## src/core/csmr_pkg.sv

```systemverilog
// shared constants for the clock source and supply monitor registers
package csmr_pkg;
    // register port widths
    localparam int ADDR_W = 8;
    localparam int DATA_W = 8;
    // register offsets
    localparam logic [7:0] ADDR_CRYSTAL_CFG = 8'he1;
    localparam logic [7:0] ADDR_CLK_CTRL2 = 8'he2;
    localparam logic [7:0] ADDR_SUPPLY_CTRL = 8'he3;
    localparam logic [7:0] ADDR_SUPPLY_STAT = 8'he4;
    localparam logic [7:0] ADDR_MAIN_TRIM = 8'he8;
    localparam logic [7:0] ADDR_IRQ_STATUS = 8'hf0;
    localparam logic [7:0] ADDR_IRQ_CLEAR = 8'hf1;
    localparam logic [7:0] ADDR_IRQ_ENABLE = 8'hf2;
    // crystal configuration fields
    localparam int CRY_PRESENT_BIT = 0;
    localparam int CRY_WRITTEN_BIT = 1;
    localparam int CRY_LOW_POWER_BIT = 2;
    // clock control two fields
    localparam int CLK_EXT_MODE_BIT = 2;
    localparam int CLK_HS_EN_BIT = 4;
    // supply monitor control fields
    localparam int SUP_LEVEL_LSB = 0;
    localparam int SUP_LEVEL_MSB = 2;
    localparam int SUP_SPEED_RST_BIT = 3;
    localparam int SUP_POR_LSB = 4;
    localparam int SUP_POR_MSB = 5;
    // supply monitor status fields
    localparam int STAT_COMPARATOR_BIT = 1;
    // interrupt event bits
    localparam int IRQ_LV_BELOW = 0;
    localparam int IRQ_LV_ABOVE = 1;
    localparam int IRQ_CRY_LOCKED = 2;
    localparam int IRQ_COUNT = 3;
    // reset values
    localparam logic [7:0] RST_BYTE = 8'h00;
    localparam logic [1:0] RST_POR_LEVEL = 2'h0;
    localparam logic [2:0] RST_LV_LEVEL = 3'h0;
    // crystal configuration lock state
    typedef enum logic {
        LOCK_OPEN,
        LOCK_SHUT
    } csmr_lock_e;
endpackage

```

## src/core/csmr_sync.sv

```systemverilog
`timescale 1ns/1ps
`default_nettype none
// three-stage synchroniser; output follows once stages two and three agree
module csmr_sync
    import csmr_pkg::*;
(
    // clock and reset
    input wire logic core_clk,
    input wire logic reset,
    // asynchronous level in, clean level out
    input wire logic async_in,
    output logic sync_out
);
    logic stage1; // first stage, read only by stage2
    logic stage2; // second stage
    logic stage3; // third stage
    logic next_out; // next filtered output

    // output only moves when the last two stages agree
    always_comb begin
        next_out = sync_out;
        if (stage2 == stage3) begin
            next_out = stage3;
        end
    end

    // shift chain and filtered output
    always_ff @(posedge core_clk or posedge reset) begin
        if (reset) begin
            stage1 <= 1'b0;
            stage2 <= 1'b0;
            stage3 <= 1'b0;
            sync_out <= 1'b0;
        end else begin
            stage1 <= async_in;
            stage2 <= stage1;
            stage3 <= stage2;
            sync_out <= next_out;
        end
    end
endmodule
`default_nettype wire

```

## src/core/csmr_irq.sv

```systemverilog
`timescale 1ns/1ps
`default_nettype none
// sticky event status, write-one-to-clear, enable mask and level interrupt
module csmr_irq
    import csmr_pkg::*;
#(
    parameter int N = IRQ_COUNT
) (
    // clock and reset
    input wire logic core_clk,
    input wire logic reset,
    // event pulses and register writes
    input wire logic [N-1:0] event_set,
    input wire logic clear_write,
    input wire logic enable_write,
    input wire logic [N-1:0] wdata,
    // state back to the register file and out
    output logic [N-1:0] status,
    output logic [N-1:0] enable,
    output logic irq
);
    logic [N-1:0] next_status; // next sticky state
    logic [N-1:0] next_enable; // next mask
    logic next_irq; // next interrupt level

    // a set in the clearing cycle wins over the clear
    always_comb begin
        next_status = status;
        if (clear_write) begin
            next_status = status & ~wdata;
        end
        next_status = next_status | event_set;
        next_enable = enable_write ? wdata : enable;
        next_irq = |(next_status & next_enable);
    end

    // register the interrupt state
    always_ff @(posedge core_clk or posedge reset) begin
        if (reset) begin
            status <= '0;
            enable <= '0;
            irq <= 1'b0;
        end else begin
            status <= next_status;
            enable <= next_enable;
            irq <= next_irq;
        end
    end
endmodule
`default_nettype wire

```

## src/core/csmr_top.sv

```systemverilog
`timescale 1ns/1ps
`default_nettype none
module csmr_top
    import csmr_pkg::*;
(
    // clock and reset
    input wire logic core_clk,
    input wire logic reset,
    // register port
    input wire logic [ADDR_W-1:0] reg_addr,
    input wire logic [DATA_W-1:0] reg_wdata,
    input wire logic reg_write,
    input wire logic reg_read,
    output logic [DATA_W-1:0] reg_rdata,
    // analog comparator and clock requests
    input wire logic low_voltage_comparator,
    input wire logic slow_src_request_crystal,
    input wire logic ext_clock_pin_select,
    // crystal oscillator controls
    output logic crystal_low_power,
    output logic crystal_present,
    output logic slow_clk_use_crystal,
    // clock source controls
    output logic high_speed_clock_enable,
    output logic external_clock_mode,
    output logic ext_clock_use_alt_pin,
    // supply monitor controls
    output logic [1:0] power_on_trip_level,
    output logic [2:0] low_voltage_level,
    output logic speed_reg_reset,
    // main oscillator trim
    output logic [7:0] main_osc_trim,
    // interrupt
    output logic irq
);
    // address match, used by every decode
    function automatic logic hit(input logic [ADDR_W-1:0] addr, input logic [ADDR_W-1:0] target);
        hit = (addr == target);
    endfunction

    // crystal configuration state
    csmr_lock_e lock_state; // open until first write
    csmr_lock_e next_lock_state; // next lock state
    logic crystal_written; // read-only written flag
    logic next_crystal_written; // next written flag
    logic next_crystal_low_power; // next low power bit
    logic next_crystal_present; // next present bit
    logic next_slow_clk_use_crystal; // next slow source

    // clock control two state
    logic next_high_speed_clock_enable; // next 48 MHz enable
    logic next_external_clock_mode; // next external mode
    logic next_ext_clock_use_alt_pin; // next pin choice

    // supply monitor state
    logic [1:0] next_power_on_trip_level; // next trip level
    logic [2:0] next_low_voltage_level; // next detect level
    logic speed_reset_enable; // speed reset on low voltage
    logic next_speed_reset_enable; // next speed reset enable
    logic next_speed_reg_reset; // next speed reset output
    logic lv_stable; // synchronised comparator
    logic lv_prev; // comparator one cycle ago
    logic next_lv_prev; // next previous value

    // trim and read path
    logic [7:0] next_main_osc_trim; // next trim
    logic [DATA_W-1:0] next_reg_rdata; // next read data

    // interrupt wiring
    logic [IRQ_COUNT-1:0] irq_events; // event pulses
    logic [IRQ_COUNT-1:0] irq_status; // sticky status
    logic [IRQ_COUNT-1:0] irq_enable; // enable mask
    logic irq_clear_write; // clear register write
    logic irq_enable_write; // enable register write

    // comparator crosses in from the analog side
    csmr_sync u_lv_sync (
        .core_clk(core_clk),
        .reset(reset),
        .async_in(low_voltage_comparator),
        .sync_out(lv_stable)
    );

    // sticky events with mask and level output
    csmr_irq #(
        .N(IRQ_COUNT)
    ) u_irq (
        .core_clk(core_clk),
        .reset(reset),
        .event_set(irq_events),
        .clear_write(irq_clear_write),
        .enable_write(irq_enable_write),
        .wdata(reg_wdata[IRQ_COUNT-1:0]),
        .status(irq_status),
        .enable(irq_enable),
        .irq(irq)
    );

    // next values for all control registers and the read path
    always_comb begin
        // hold by default; read data, events and write strobes default to zero
        next_lock_state = lock_state;
        next_crystal_written = crystal_written;
        next_crystal_low_power = crystal_low_power;
        next_crystal_present = crystal_present;
        next_high_speed_clock_enable = high_speed_clock_enable;
        next_external_clock_mode = external_clock_mode;
        next_power_on_trip_level = power_on_trip_level;
        next_low_voltage_level = low_voltage_level;
        next_speed_reset_enable = speed_reset_enable;
        next_main_osc_trim = main_osc_trim;
        next_reg_rdata = RST_BYTE;
        irq_events = '0;
        irq_clear_write = 1'b0;
        irq_enable_write = 1'b0;

        // crystal register: first write stores and locks
        case (lock_state)
            LOCK_OPEN: begin
                if (reg_write && hit(reg_addr, ADDR_CRYSTAL_CFG)) begin
                    next_crystal_low_power = reg_wdata[CRY_LOW_POWER_BIT];
                    next_crystal_present = reg_wdata[CRY_PRESENT_BIT];
                    next_crystal_written = 1'b1;
                    next_lock_state = LOCK_SHUT;
                    irq_events[IRQ_CRY_LOCKED] = 1'b1;
                end
            end
            LOCK_SHUT: begin
                next_lock_state = LOCK_SHUT;
            end
            default: begin
                next_lock_state = LOCK_OPEN;
            end
        endcase

        // write decode for the other registers
        if (reg_write) begin
            if (hit(reg_addr, ADDR_CLK_CTRL2)) begin
                next_high_speed_clock_enable = reg_wdata[CLK_HS_EN_BIT];
                next_external_clock_mode = reg_wdata[CLK_EXT_MODE_BIT];
            end else if (hit(reg_addr, ADDR_SUPPLY_CTRL)) begin
                next_power_on_trip_level = reg_wdata[SUP_POR_MSB:SUP_POR_LSB];
                next_speed_reset_enable = reg_wdata[SUP_SPEED_RST_BIT];
                next_low_voltage_level = reg_wdata[SUP_LEVEL_MSB:SUP_LEVEL_LSB];
            end else if (hit(reg_addr, ADDR_MAIN_TRIM)) begin
                next_main_osc_trim = reg_wdata;
            end else if (hit(reg_addr, ADDR_IRQ_CLEAR)) begin
                // clear sticky bits by writing ones
                irq_clear_write = 1'b1;
            end else if (hit(reg_addr, ADDR_IRQ_ENABLE)) begin
                // new interrupt mask
                irq_enable_write = 1'b1;
            end
        end

        // read decode; unmapped and reserved bits read zero
        if (reg_read) begin
            if (hit(reg_addr, ADDR_CRYSTAL_CFG)) begin
                next_reg_rdata[CRY_LOW_POWER_BIT] = crystal_low_power;
                next_reg_rdata[CRY_WRITTEN_BIT] = crystal_written;
                next_reg_rdata[CRY_PRESENT_BIT] = crystal_present;
            end else if (hit(reg_addr, ADDR_CLK_CTRL2)) begin
                next_reg_rdata[CLK_HS_EN_BIT] = high_speed_clock_enable;
                next_reg_rdata[CLK_EXT_MODE_BIT] = external_clock_mode;
            end else if (hit(reg_addr, ADDR_SUPPLY_CTRL)) begin
                next_reg_rdata[SUP_POR_MSB:SUP_POR_LSB] = power_on_trip_level;
                next_reg_rdata[SUP_SPEED_RST_BIT] = speed_reset_enable;
                next_reg_rdata[SUP_LEVEL_MSB:SUP_LEVEL_LSB] = low_voltage_level;
            end else if (hit(reg_addr, ADDR_SUPPLY_STAT)) begin
                next_reg_rdata[STAT_COMPARATOR_BIT] = lv_stable;
            end else if (hit(reg_addr, ADDR_MAIN_TRIM)) begin
                next_reg_rdata = main_osc_trim;
            end else if (hit(reg_addr, ADDR_IRQ_STATUS)) begin
                next_reg_rdata[IRQ_COUNT-1:0] = irq_status;
            end else if (hit(reg_addr, ADDR_IRQ_ENABLE)) begin
                next_reg_rdata[IRQ_COUNT-1:0] = irq_enable;
            end
        end

        next_slow_clk_use_crystal = slow_src_request_crystal & crystal_present;

        // pin choice only matters in external mode
        next_ext_clock_use_alt_pin = ext_clock_pin_select & external_clock_mode;

        next_speed_reg_reset = speed_reset_enable & lv_stable;

        // comparator edges become events
        next_lv_prev = lv_stable;
        irq_events[IRQ_LV_BELOW] = lv_stable & ~lv_prev;
        irq_events[IRQ_LV_ABOVE] = ~lv_stable & lv_prev;
    end

    // register all control state
    always_ff @(posedge core_clk or posedge reset) begin
        if (reset) begin
            lock_state <= LOCK_OPEN;
            crystal_written <= 1'b0;
            crystal_low_power <= 1'b0;
            crystal_present <= 1'b0;
            slow_clk_use_crystal <= 1'b0;
            high_speed_clock_enable <= 1'b0;
            external_clock_mode <= 1'b0;
            ext_clock_use_alt_pin <= 1'b0;
            power_on_trip_level <= RST_POR_LEVEL;
            low_voltage_level <= RST_LV_LEVEL;
            speed_reset_enable <= 1'b0;
            speed_reg_reset <= 1'b0;
            lv_prev <= 1'b0;
            main_osc_trim <= RST_BYTE;
            reg_rdata <= RST_BYTE;
        end else begin
            lock_state <= next_lock_state;
            crystal_written <= next_crystal_written;
            crystal_low_power <= next_crystal_low_power;
            crystal_present <= next_crystal_present;
            slow_clk_use_crystal <= next_slow_clk_use_crystal;
            high_speed_clock_enable <= next_high_speed_clock_enable;
            external_clock_mode <= next_external_clock_mode;
            ext_clock_use_alt_pin <= next_ext_clock_use_alt_pin;
            power_on_trip_level <= next_power_on_trip_level;
            low_voltage_level <= next_low_voltage_level;
            speed_reset_enable <= next_speed_reset_enable;
            speed_reg_reset <= next_speed_reg_reset;
            lv_prev <= next_lv_prev;
            main_osc_trim <= next_main_osc_trim;
            reg_rdata <= next_reg_rdata;
        end
    end
endmodule
`default_nettype wire

```

## config.mk

```make
export PLATFORM = sky130hd
export DESIGN_NAME = csmr_top
export DESIGN_NICKNAME = d
export VERILOG_FILES = /design/src/core/csmr_pkg.sv /design/src/core/csmr_sync.sv /design/src/core/csmr_irq.sv /design/src/core/csmr_top.sv
export SDC_FILE = /design/constraint.sdc
export NUM_CORES = 1
export LEC_CHECK = 0
export BUFFER_PORTS_ARGS = -buffer_cell sky130_fd_sc_hd__buf_4
export CAP_MARGIN = 5
export CORE_MARGIN = 2
export CORE_UTILIZATION = 55
export DETAILED_ROUTE_END_ITERATION = 16
export PLACE_DENSITY = 0.83
export SLEW_MARGIN = 30
export SYNTH_ARGS = -nofsm -noshare
export SYNTH_HDL_FRONTEND = slang
export SYNTH_SLANG_ARGS = --single-unit
```

## constraint.sdc

```tcl
create_clock -name core_clk -period 1.9 [get_ports core_clk]
set_clock_uncertainty 0.05 [all_clocks]
set_input_delay 0 -clock core_clk [delete_from_list [all_inputs] [get_ports core_clk]]
set_output_delay 0 -clock core_clk [all_outputs]
set_load 0.02 [all_outputs]
```

### After elaboration in Yosys (flattened, before gate mapping)

Index checks and enable logic that the tools add are counted.

| cells by class | value |
|---|---|
| $mul | 0 |
| reductions and logical operators | 6 |
| div/mod/pow operators | 0 |
| order comparisons | 0 |
| shift operators | 0 |
| bitwise logic cells | 14 |
| multiplexer cells | 33 |
| equal/unequal tests | 9 |
| add/subtract/negate cells | 0 |

Operators by type and width:

| cell | count |
|---|---|
| $eq 8x8->1 const B | 8 |
| $mux 3 | 7 |
| $mux 1 | 18 |
| $mux 6 | 2 |
| $mux 5 | 2 |
| $mux 8 | 1 |
| $and 3x3->3 | 2 |
| $and 1x1->1 | 5 |
| $not 1->1 | 5 |
| $mux 2 | 2 |
| $reduce_and 2->1 | 2 |
| $reduce_and 4->1 | 1 |
| $not 3->3 | 1 |
| $or 3x3->3 | 1 |
| $reduce_and 3->1 | 1 |
| $reduce_or 3->1 | 1 |
| $pmux 1 s2 | 1 |
| $eq 1x1->1 | 1 |
| $logic_and 1x1->1 | 1 |

| word-level totals | value |
|---|---|
| memories | 0 |
| output and inout bits | 29 |
| register bits after elaboration | 43 |
| bits in latches | 0 |
| word-level logic and storage cells | 84 |
| bits in writable memories | 0 |
| bits in read-only memories | 0 |

### Depth between registers and ports, before layout

Gate-level depths: netlist (run 1).

| logic depth | value |
|---|---|
| word-level depth | 10 |
| mapped depth | 5 |
| mapped depth without buffers | 4 |

### Hierarchy

Synthesis (run 1) repeated with hierarchy kept, for this count alone.

| second synthesis, totals | value |
|---|---|
| cells, all modules | 154 |
| area total of the unflattened synthesis | 1898.1 um^2 |

By module, submodules not included:

| module | instances | seq. area each (um^2) | area each (um^2) | cells each |
|---|---|---|---|---|
| csmr_top | 1 | 800.8 | 1508.9 | 129 |
| csmr_irq | 1 | 175.2 | 274.0 | 19 |
| csmr_sync | 1 | 100.1 | 115.1 | 6 |

### Worst setup path before layout (run 1)

No wires, ideal clock.

| timing | value |
|---|---|
| path type | input to register |
| start | input port reg_addr[4] |
| end | register main_osc_trim[0] |
| stages | 4 |
| path slack | 635 ps |
| arrival time | 1090 ps |
| buffers on the path | 0 |
| cells stage by stage | nand4b_4 nor4b_4 nand2_4 mux2_2 |

| on the way | value |
|---|---|
| cells in the longest elaborated chain, start to end | 3 |

RTL lines:

| what | RTL line | source |
|---|---|---|
| from (decl) | csmr_top.sv:10 | `input wire logic [ADDR_W-1:0] reg_addr,` |
| $eq 8x8->1 | csmr_top.sv:38 | `hit = (addr == target);` |
| $not 1->1 (no source line) | -- |  |
| $reduce_and 4->1 (no source line) * | -- |  |
| to (signal assigned) | csmr_top.sv:225 | `main_osc_trim <= next_main_osc_trim;` |
| to (decl) | csmr_top.sv:32 | `output logic [7:0] main_osc_trim,` |

Every way passes the cells marked *; elsewhere a longest branch is shown, timed or not.
A chain may end at the register's enable or synchronous reset.

### Final worst setup path (run 1)

| timing | value |
|---|---|
| start | input port reg_addr[0] |
| end | register reg_rdata[4] |

| on the way | value |
|---|---|
| cells in the longest elaborated chain, start to end | 7 |

RTL lines:

| what | RTL line | source |
|---|---|---|
| $eq 8x8->1 | csmr_top.sv:38 |  |
| $mux 5 | csmr_top.sv:171 | `end else if (hit(reg_addr, ADDR_MAIN_TRIM)) begin` |
| $mux 6 | csmr_top.sv:169 | `end else if (hit(reg_addr, ADDR_SUPPLY_STAT)) begin` |
| $mux 6 | csmr_top.sv:165 | `end else if (hit(reg_addr, ADDR_SUPPLY_CTRL)) begin` |
| $mux 1 | csmr_top.sv:162 | `end else if (hit(reg_addr, ADDR_CLK_CTRL2)) begin` |
| $mux 5 * | csmr_top.sv:158 | `if (hit(reg_addr, ADDR_CRYSTAL_CFG)) begin` |
| $mux 8 * | csmr_top.sv:157 | `if (reg_read) begin` |
| named net next_reg_rdata[4] | csmr_top.sv:67 | `logic [DATA_W-1:0] next_reg_rdata;` |
| to (signal assigned) | csmr_top.sv:226 | `reg_rdata <= next_reg_rdata;` |
| to (decl) | csmr_top.sv:14 | `output logic [DATA_W-1:0] reg_rdata,` |

The timed path passes the listed nets; every way through them passes the cells marked *.

==> results of run 1 <==
-- per-stage QoR --
step | setup slack, ns | instances
floorplan | 0.635 | 154
global placement | 0.492 | 251
detailed placement | 0.439 | 251
CTS | 0.343 | 273
global route | 0.237 | 273
finish | 0.310 | 273
-- power by group --
group,switching (mW),leakage [nW],internal [mW]
Clock,0.314,0.0314,0.148
Combinational,0.123,0.718,0.123
Sequential,0.0298,0.560,0.954
-- cell families (layout without fill, tap and decap cells) --
| kind of cell | after synthesis | count (layout) |
|---|---|---|
| simple gates | 45 | 45 |
| flops | 43 | 43 |
| compound gates | 25 | 25 |
| mux | 23 | 23 |
| buf+inv | 17 | 90 |
| fa+ha+maj | 1 | 1 |
-- sequential cells by signal, indices dropped and copies added, names as in the netlist, 2 cells and up --
signal               cells
u_irq.enable             3
main_osc_trim            8
reg_rdata                8
u_irq.status             3
power_on_trip_level      2
low_voltage_level        3
-- Yosys cell counts (2+ instances only) --
library cell / instances
inv_1: 13
mux2_2: 18
or2_2: 3
a22oi_1: 4
nand3_1: 2
and3_1: 2
buf_2: 2
mux2i_1: 5
and3b_1: 2
o22ai_1: 2
o21ai_0: 3
dfrtp_1: 43
or3_1: 3
a21oi_1: 2
a31oi_1: 3
and2_1: 3
clkbuf_1: 2
a211oi_1: 2
nand2b_1: 2
nand2_1: 8
nor2b_1: 4
nor2_1: 6
-- final cells by class --
type | count | share of cell area (%)
sequential | 43 | 42.2
multi-input combinational | 94 | 29.6
clock buffer | 5 | 1.47
clock inverter | 3 | 0.980
inverter | 13 | 1.91
tap | 46 | 2.25
timing repair buffer | 69 | 21.7
-- per-layer routing --
layer  wire length (µm)  global-route usage (%)  share of wire [%]
met1               1840                    30.8                 42
met2               2190                    39.2                 50
met3                254                    5.23                5.8
met4                 82                    9.44                1.9
met5                  0                       0                  0
-- worst paths after layout --
path                                    startpoint                      to  cells after the start
worst max-delay path                   reg_addr[0]            reg_rdata[4]                      7
worst min-delay path                     reg_write        main_osc_trim[3]                      3
worst max register to register  u_lv_sync.sync_out               u_irq.irq                      3
worst min register to register    u_lv_sync.stage1        u_lv_sync.stage2                      0
max in group asynchronous                    reset        main_osc_trim[1]                      4
min in group asynchronous                    reset  power_on_trip_level[1]                      4
-- tightest hold or removal path, stage by stage --
cell	delay [ns]
buf_4	0.13
nand2_4	0.12
mux2_2	0.16
==> metrics.txt, run 1 <==
status finished clean; max_cap viols 0; Initial Utilization 56.8%; grt ovf 0; initial antenna violation count 0; Yosys cell types 42; Crit. End Element register; final core utilization between 70 and 80%; GR Util All Layers roughly a quarter; CP Data Arrival Time 1.85 ns; row cnt 21; remaining antenna violation count 0; worst endpoint required time around 2.2 ns; most frequent cells in the layout buf_4 (55), dfrtp_1 (43), mux2_2 (18); Max FO, Critical Path 13; post-synthesis mux area share 13.3%; Post-CTS Setup Repair Bufs 0; Residual DRC 0; Worst-Margin Slew about 0.53 ns; Die Wd ~63 µm; setup_tns 0 ns; CTS H-tree depth 2; Slew headroom between 60 and 70%; cts repair resizes 0; largest family of logic cells by synthesized area simple AND/OR/NAND/NOR gates; delay-heaviest family, CP buffers and inverters; share of flip-flops with an asynchronous set or reset between 90% and 100%; Ys Warns 0; cells taking the most area after synthesis dfrtp_1 (57%), mux2_2 (11%), mux2i_1 (2.6%); Multi-input gate area about 750 µm²; Cell Area, Placed roughly 2300 µm²; HPWL Detailed 3.09 mm; Via Count ~1.5k; Pleak around 1.3 nW; Post-synth EDFFs 0; Area Overhead vs Synth 34.6%; ANT cells 0; Post-Synth Simple-Gate Area between 10% and 20%; Fin Hold WS 0.0221 ns; Hold WC Path Type primary input to register; final setup fails 0; Compound-Gate Fraction of Synth Area a little under a tenth; CTS clk-pin slew, worst paths roughly 0.14 ns; reg-to-reg slack, setup 0.62 ns; CTS tree built; Synth Area per Inst approximately 12 µm²; RePlAce Congestion between 0.9 and 1; Crit-path slowest cell dlygate4sd3_1; Clock Tree Buf Depth 2; Main synth FF type dfrtp_1; final wirelength about 4.4 mm; Synth top area share between 50% and 60%; Nets around 250; WS Path Type primary input to register; pwr dens 663 nW/µm²; First-pass DRT Iterations 4; core box area 3340 µm²; layout cell share with drive strength beyond 1 between 40% and 50%; Ports 52; Final Power approximately 1.7 mW; pin count of the biggest net entering global routing 44; # clock sinks 43; commonest non-fill, non-tap cell in the layout buf_4; Yosys top cell by area dfrtp_1; final hold viol count 0; crit path buf inv count 3; first-pass GRT wire length 7.12 mm; RSZ-0062 raised after global routing no; max-slew violations 0; Vias/cell approximately 5.5; clk_lat worst skew between 0.3 and 0.4 ns; Wirelength per Cell about 16 µm; FMAX 629 MHz; die area between 3000 and 4000 µm²; DRT iter0 DRCs about 110; CP Launch Type primary input; Synth Area in XOR/XNOR 0%; syn_nets 177; fin area between 2000 and 3000 µm²; Final Critical Period roughly 1.6 ns; Die Y around 63 µm; #FFs+latches synth 43; Critical Path Max Stage Delay approximately 0.53 ns; vias in the first global route approximately 1.5k; Cell Area, Synth roughly 1900 µm²; CTS Buf Count 5; Post-Syn Instances approximately 150; Max VDD drop about 0.00052 V; register area around 1100 µm²; hold-fix buffers at CTS 14; register area share after synthesis a little under three fifths; Adder-Cell Fraction of Synth Area 0.528%; most numerous cell on the critical path buf_4; port buffer count between 50 and 60; fillcell total approximately 210; Final period util roughly 84%; critical path, cell by cell dlygate4sd3_1, buf_4, or2_4, nor4b_4, buf_4, a32o_1, o211a_1; Root Driver clkbuf_4
(Power assumes the default switching activity.)
==> run 2: changes to the inputs <==
--- a/config.mk
+++ b/config.mk
@@ -5,12 +5,13 @@
 export SDC_FILE = /design/constraint.sdc
 export NUM_CORES = 1
 export LEC_CHECK = 0
+export ABC_AREA = 1
 export BUFFER_PORTS_ARGS = -buffer_cell sky130_fd_sc_hd__buf_4
 export CAP_MARGIN = 5
 export CORE_MARGIN = 2
-export CORE_UTILIZATION = 55
+export CORE_UTILIZATION = 52
 export DETAILED_ROUTE_END_ITERATION = 16
-export PLACE_DENSITY = 0.83
+export PLACE_DENSITY = 0.79
 export SLEW_MARGIN = 30
 export SYNTH_ARGS = -nofsm -noshare
 export SYNTH_HDL_FRONTEND = slang
==> constraint.sdc (replaced) <==
create_clock -name core_clk -period 1.6 [get_ports core_clk]
set_clock_uncertainty 0.05 [all_clocks]
set_input_delay 0 -clock core_clk [delete_from_list [all_inputs] [get_ports core_clk]]
set_output_delay 0 -clock core_clk [all_outputs]
set_load 0.02 [all_outputs]
==> run 2 against run 1 <==
Critical path depth increased by 3. Largest power group unchanged. Highest routed layer unchanged. Global-route usage decreased by 1.9 points. Critical endpoint is now low_voltage_level[2]. Cell area increased by 1.1%.
==> metrics.txt, run 2 <==
pwr dens 862 nW/µm²; reg2reg path depth 4; Max FO, Critical Path 12; Adder-Cell Fraction of Synth Area less than 1%; Main synth FF type dfrtp_1; setup_tns 0 ns; # clock sinks 43; Slew headroom 65.3%; RSZ-0062 raised after global routing no; Crit-path slowest cell nand3_2; CTS clk-pin slew, worst paths 0.08 ns; Nets 296; register area share after synthesis between 50% and 60%; hold depth 4; final hold viol count 0; Yosys cell types 31; DRT iter0 DRCs 74; Post-CTS Setup Repair Bufs 0; Crit. End Element register; pin count of the biggest net entering global routing 44; Area Overhead vs Synth 32.9%; CP Data Arrival Time ~1.3 ns; max_cap viols 0; Post-Layout Cell Count roughly 320; WS Path Type primary input to register; most numerous cell on the critical path nand2_1; cts repair resizes 0; Ports 52; port buffer count 51; Ys Warns 0; Residual DRC 0; Vias/cell 5.03; #FFs+latches synth 43; Die Y 65.1 µm; clk_lat worst skew between 0.2 and 0.3 ns; Synth Area per Inst 9.42 µm²; Critical Path Max Stage Delay 0.28 ns; Pleak 1.37 nW; Cell Area, Synth 1940 µm²; syn_nets approximately 230; commonest non-fill, non-tap cell in the layout buf_4; cells taking the most area after synthesis dfrtp_1 (55%), nand2_1 (8.9%), nand3_1 (4.9%); Clock Tree Buf Depth 2; post-synthesis mux area share less than 1%; GR Util All Layers a little over a fifth; worst endpoint required time between 1.5 and 2 ns; largest family of logic cells by synthesized area simple AND/OR/NAND/NOR gates; Post-Syn Instances approximately 210; Final period util 73.4%; first-pass GRT wire length just over 7 mm; Wirelength per Cell approximately 13 µm; Final Critical Period around 1.2 ns; CTS tree built; CTS H-tree depth 2; CTS Buf Count 5; HPWL Detailed 3.13 mm; core box area 3630 µm²; FMAX roughly 850 MHz; Hold WC Path Type primary input to register; final wirelength 4.27 mm; Max VDD drop ~0.00071 V; Yosys top cell by area dfrtp_1; vias in the first global route 1,551; Compound-Gate Fraction of Synth Area approximately 9.7%; ANT cells 0; critical path, cell by cell buf_4, nand2_1, inv_2, nand2_1, inv_2, nand2_1, clkinv_2, nand3_2, nand2_1, o21ai_2; Post-Synth Simple-Gate Area 26.2%; CP Launch Type primary input; Via Count approximately 1.6k; First-pass DRT Iterations 4; Fin Hold WS 0.0180 ns; Root Driver clkbuf_8; share of flip-flops with an asynchronous set or reset between 90% and 100%; Initial Utilization between 50% and 60%; Synth Area in XOR/XNOR 0%; Synth top area share between 50% and 60%; Die Wd 65.1 µm; fillcell total between 200 and 300; layout cell share with drive strength beyond 1 roughly a third; RePlAce Congestion about 0.86; Worst-Margin Slew roughly 0.52 ns; grt ovf 0; initial antenna violation count 0; placed cells slightly above 300; most frequent cells in the layout buf_4 (53), nand2_1 (46), dfrtp_1 (43); status finished clean; max-slew violations 0; commonest cells in the netlist nand2_1 (46), dfrtp_1 (43), inv_1 (22), nand3_1 (19), o21ai_1 (9); die area approximately 4200 µm²; most frequent cell after synthesis nand2_1; Post-synth EDFFs 0; remaining antenna violation count 0; final setup fails 0; hold-fix buffers at CTS 11; biggest registers after layout main_osc_trim (8), reg_rdata (8); row cnt 22
run 2: cell count changes in the layout (fill, tap and decap cells not counted), moves of 5 or more:
cell      change
nand2_1      +38
mux2_2       -18
nand3_1      +17
inv_1         +9
o21ai_1       +9
nand2_2       +8
inv_2         +6
o21ai_2       +6
clkbuf_4      -5
clkbuf_8      +5
mux2i_1       -5
run 2: layout make-up:
class | instances | area (µm²) | share of cell area, %
flip-flops and latches | 43 | 1080 | 41.7
multi-input cells | 130 | 719 | 27.9
repair buffers | 64 | 508 | 19.7
inverters | 29 | 110 | 4.27
clock buffers | 5 | 68.8 | 2.67
well taps | 48 | 60.1 | 2.33
clock inverters | 2 | 37.5 | 1.45
run 2: kinds of logic after synthesis:
group / Yosys count
flip-flops: 43
AO/OA/AOI/OAI: 31
adder cells (fa/ha/maj): 1
buffers and inverters: 33
multiplexers: 1
AND/OR/NAND/NOR: 97
run 2: final timing paths:
kind	from	end	slack, ns
min reg2reg	u_lv_sync.stage1	u_lv_sync.stage2	0.32
max reg2reg	u_lv_sync.sync_out	u_irq.irq	0.47
min	reg_wdata[0]	u_irq.status[0]	0.02
min in group asynchronous	reset	slow_clk_use_crystal	0.35
max	reg_addr[6]	low_voltage_level[2]	0.43
max in group asynchronous	reset	power_on_trip_level[0]	0.79
run 2: power by group:
part	total (mW)	internal, mW	switching [mW]
registers	1.16	1.12	0.0310
logic	0.260	0.117	0.143
clock network	0.807	0.456	0.351
run 2: routing by layer:
layer | GRT usage [%] | share of wire, % | up-vias
li1 | - | - | 799
met1 | 30.4 | 47 | 771
met4 | 4.69 | 0.63 | 0
met2 | 36.0 | 48 | 44
met3 | 4.62 | 4.1 | 2
met5 | 0 | 0 | -
run 2: stage by stage:
step | area [µm²] | power [mW] | utilization, % | setup WS, ns
global route | 2580 | 2.31 | 71.0 | 0.265
detailed placement | 2360 | 1.42 | 65.0 | 0.159
floorplan | 1940 | 1.30 | - | 0.547
finish | 2580 | 2.22 | 71.0 | 0.426
CTS | 2580 | 2.24 | 71.0 | 0.447
global placement | 2360 | 1.41 | 65.0 | 0.211
run 2: worst max-delay path, delay by kind of cell:
family	cells	cell delay (ns)
AOI/OAI and AO/OA	1	0.06
buffers and inverters	4	0.46
and+or+nand+nor	5	0.76
==> run 3: changes to the inputs <==
--- a/config.mk
+++ b/config.mk
@@ -9,9 +9,9 @@
 export BUFFER_PORTS_ARGS = -buffer_cell sky130_fd_sc_hd__buf_4
 export CAP_MARGIN = 5
 export CORE_MARGIN = 2
-export CORE_UTILIZATION = 52
+export CORE_UTILIZATION = 47
 export DETAILED_ROUTE_END_ITERATION = 16
-export PLACE_DENSITY = 0.79
+export PLACE_DENSITY = 0.75
 export SLEW_MARGIN = 30
 export SYNTH_ARGS = -nofsm -noshare
 export SYNTH_HDL_FRONTEND = slang
==> constraint.sdc (replaced) <==
create_clock -name core_clk -period 1.02 [get_ports core_clk]
set_clock_uncertainty 0.05 [all_clocks]
set_input_delay 0 -clock core_clk [delete_from_list [all_inputs] [get_ports core_clk]]
set_output_delay 0 -clock core_clk [all_outputs]
set_load 0.02 [all_outputs]
==> run 3 against run 2 <==
The run now ends with setup timing left. Worst hold slack better by 0.030 ns. Critical path depth fell by 8. Register-to-register slack worse by 0.48 ns. Count of clock-buffer cells in the layout increased by 1. Setup slack got worse by 0.44 ns. Critical path type is now register to register. Largest power group unchanged.
==> metrics.txt, run 3 (synthesis gave the netlist of run 2 again) <==
status finished with violations; failing checks setup timing; Max VDD drop 0.000836 V; CTS clk-pin slew, worst paths 0.07 ns; biggest registers after layout main_osc_trim (8), reg_rdata (8); Clock Tree Buf Depth 2; remaining antenna violation count 0; core box area approximately 4000 µm²; Initial Utilization approximately half; Final Critical Period ~1.0 ns; first-pass GRT wire length approximately 7.6 mm; Crit-path slowest cell dfrtp_2; Max FO, Critical Path 3; fillcell total a little over 300; pwr dens 1240 nW/µm²; initial antenna violation count 0; max-slew violations 0; Cell Area, Placed between 2000 and 3000 µm²; Critical Path Max Stage Delay around 0.44 ns; delay-heaviest family, CP flip-flops; RSZ-0062 raised after global routing yes; CTS tree built; Pleak about 1.5 nW; CTS H-tree depth 2; Wirelength per Cell between 10 and 15 µm; FMAX 970 MHz; First-pass DRT Iterations 4; grt ovf 0; critical path, cell by cell buf_6, maj3_2; final setup fails 2; Area Overhead vs Synth 49.9%; layout cell share with drive strength beyond 1 42.5%; ANT cells 0; CTS Buf Count 5; commonest non-fill, non-tap cell in the layout buf_4; pre-CTS WS -0.258 ns; Ports between 50 and 60; WS Path Type register to register; pin count of the biggest net entering global routing between 40 and 50; Root Driver clkbuf_8; die area between 4000 and 5000 µm²; CP Launch Type register; port buffer count 51; Worst-Margin Slew approximately 0.28 ns; Nets 324; Slew headroom around four fifths; final hold viol count 0; Die Wd 68.3 µm; DRT iter0 DRCs roughly 110; Die Y between 60 and 70 µm; max_cap viols 0; Via Count around 1.7k; Vias/cell ~4.8; RePlAce Congestion a little under 0.9; most frequent cells in the layout buf_4 (71), nand2_1 (43), dfrtp_1 (42); vias in the first global route about 1.7k; Hold WC Path Type primary input to register; PnR worst setup slack -0.0107 ns; final wirelength 4.83 mm; Crit. End Element register; worst endpoint required time 1.15 ns; clk_lat worst skew roughly 0.3 ns; Final period util 101%; row cnt 23; Fin Hold WS ~0.048 ns; # clock sinks 43; HPWL Detailed 3.38 mm; Residual DRC 0; crit path buf inv count 1; CP Data Arrival Time between 1 and 1.5 ns; GR Util All Layers approximately 23%; fin area around 2900 µm²
## run 3: cell count changes in the layout (fill, tap and decap cells not counted), sizes merged
cell,before,now
dlygate4sd3,11,13
inv,28,27
buf,53,79
clkbuf,5,6
## run 3: worst min-delay path, stage by stage
cell and delay (ns):
buf_4 0.08, inv_1 0.12, o21ai_2 0.16
## run 3: per-stage QoR
stage / setup TNS (ns) / util (%) / instances / total power, mW
2_1_floorplan: 0 / - / 206 / 2.04
3_3_place_gp: -2.41 / 65.1 / 329 / 2.28
3_5_place_dp: -3.35 / 65.1 / 329 / 2.30
4_1_cts: -0.0482 / 71.5 / 349 / 3.61
5_1_grt: -0.220 / 72.7 / 351 / 3.76
6_report: -0.0173 / 72.7 / 351 / 3.61
## run 3: final timing paths
check | startpoint | end | slack (ns) | cells after the start
setup / recovery | u_lv_sync.sync_out | u_lv_sync.sync_out | -0.01 | 2
hold / removal | reg_wdata[2] | low_voltage_level[2] | 0.05 | 3
setup reg to reg | u_lv_sync.sync_out | u_lv_sync.sync_out | -0.01 | 2
hold reg to reg | u_lv_sync.stage1 | u_lv_sync.stage2 | 0.30 | 0
max in group asynchronous | reset | u_lv_sync.sync_out | 0.44 | 4
min in group asynchronous | reset | slow_clk_use_crystal | 0.24 | 4
## run 3: final cells by class
| class | instances | area [µm²] | area share (%) |
|---|---|---|---|
| Sequential cell | 43 | 1080 | 37.0 |
| Multi-Input combinational cell | 130 | 764 | 26.3 |
| Clock inverter | 1 | 30.0 | 1.03 |
| Inverter | 29 | 114 | 3.91 |
| Clock buffer | 6 | 72.6 | 2.49 |
| Tap cell | 50 | 62.6 | 2.15 |
| Timing Repair Buffer | 92 | 788 | 27.1 |
## run 3: where the power goes
group / leakage [nW] / total [mW] / switching, mW / internal (mW)
clock: 0.0513 / 1.27 / 0.556 / 0.717
sequential: 0.558 / 1.81 / 0.0501 / 1.76
combinational: 0.920 / 0.519 / 0.259 / 0.260
## run 3: layer usage
metal / part of all wire, % / track usage [%]
met2: 50 / 36.0
met4: 1.3 / 10.5
met3: 4.7 / 5.76
met5: 0 / 0
met1: 44 / 28.7
## run 3: timing repair
action	in CTS	in global routing
hold endpoints to repair	65	0
endpoints found under the setup margin	3	6
hold buffers	13	0
pin swaps	0	8
resized for setup	7	10
buffers inserted	0	2
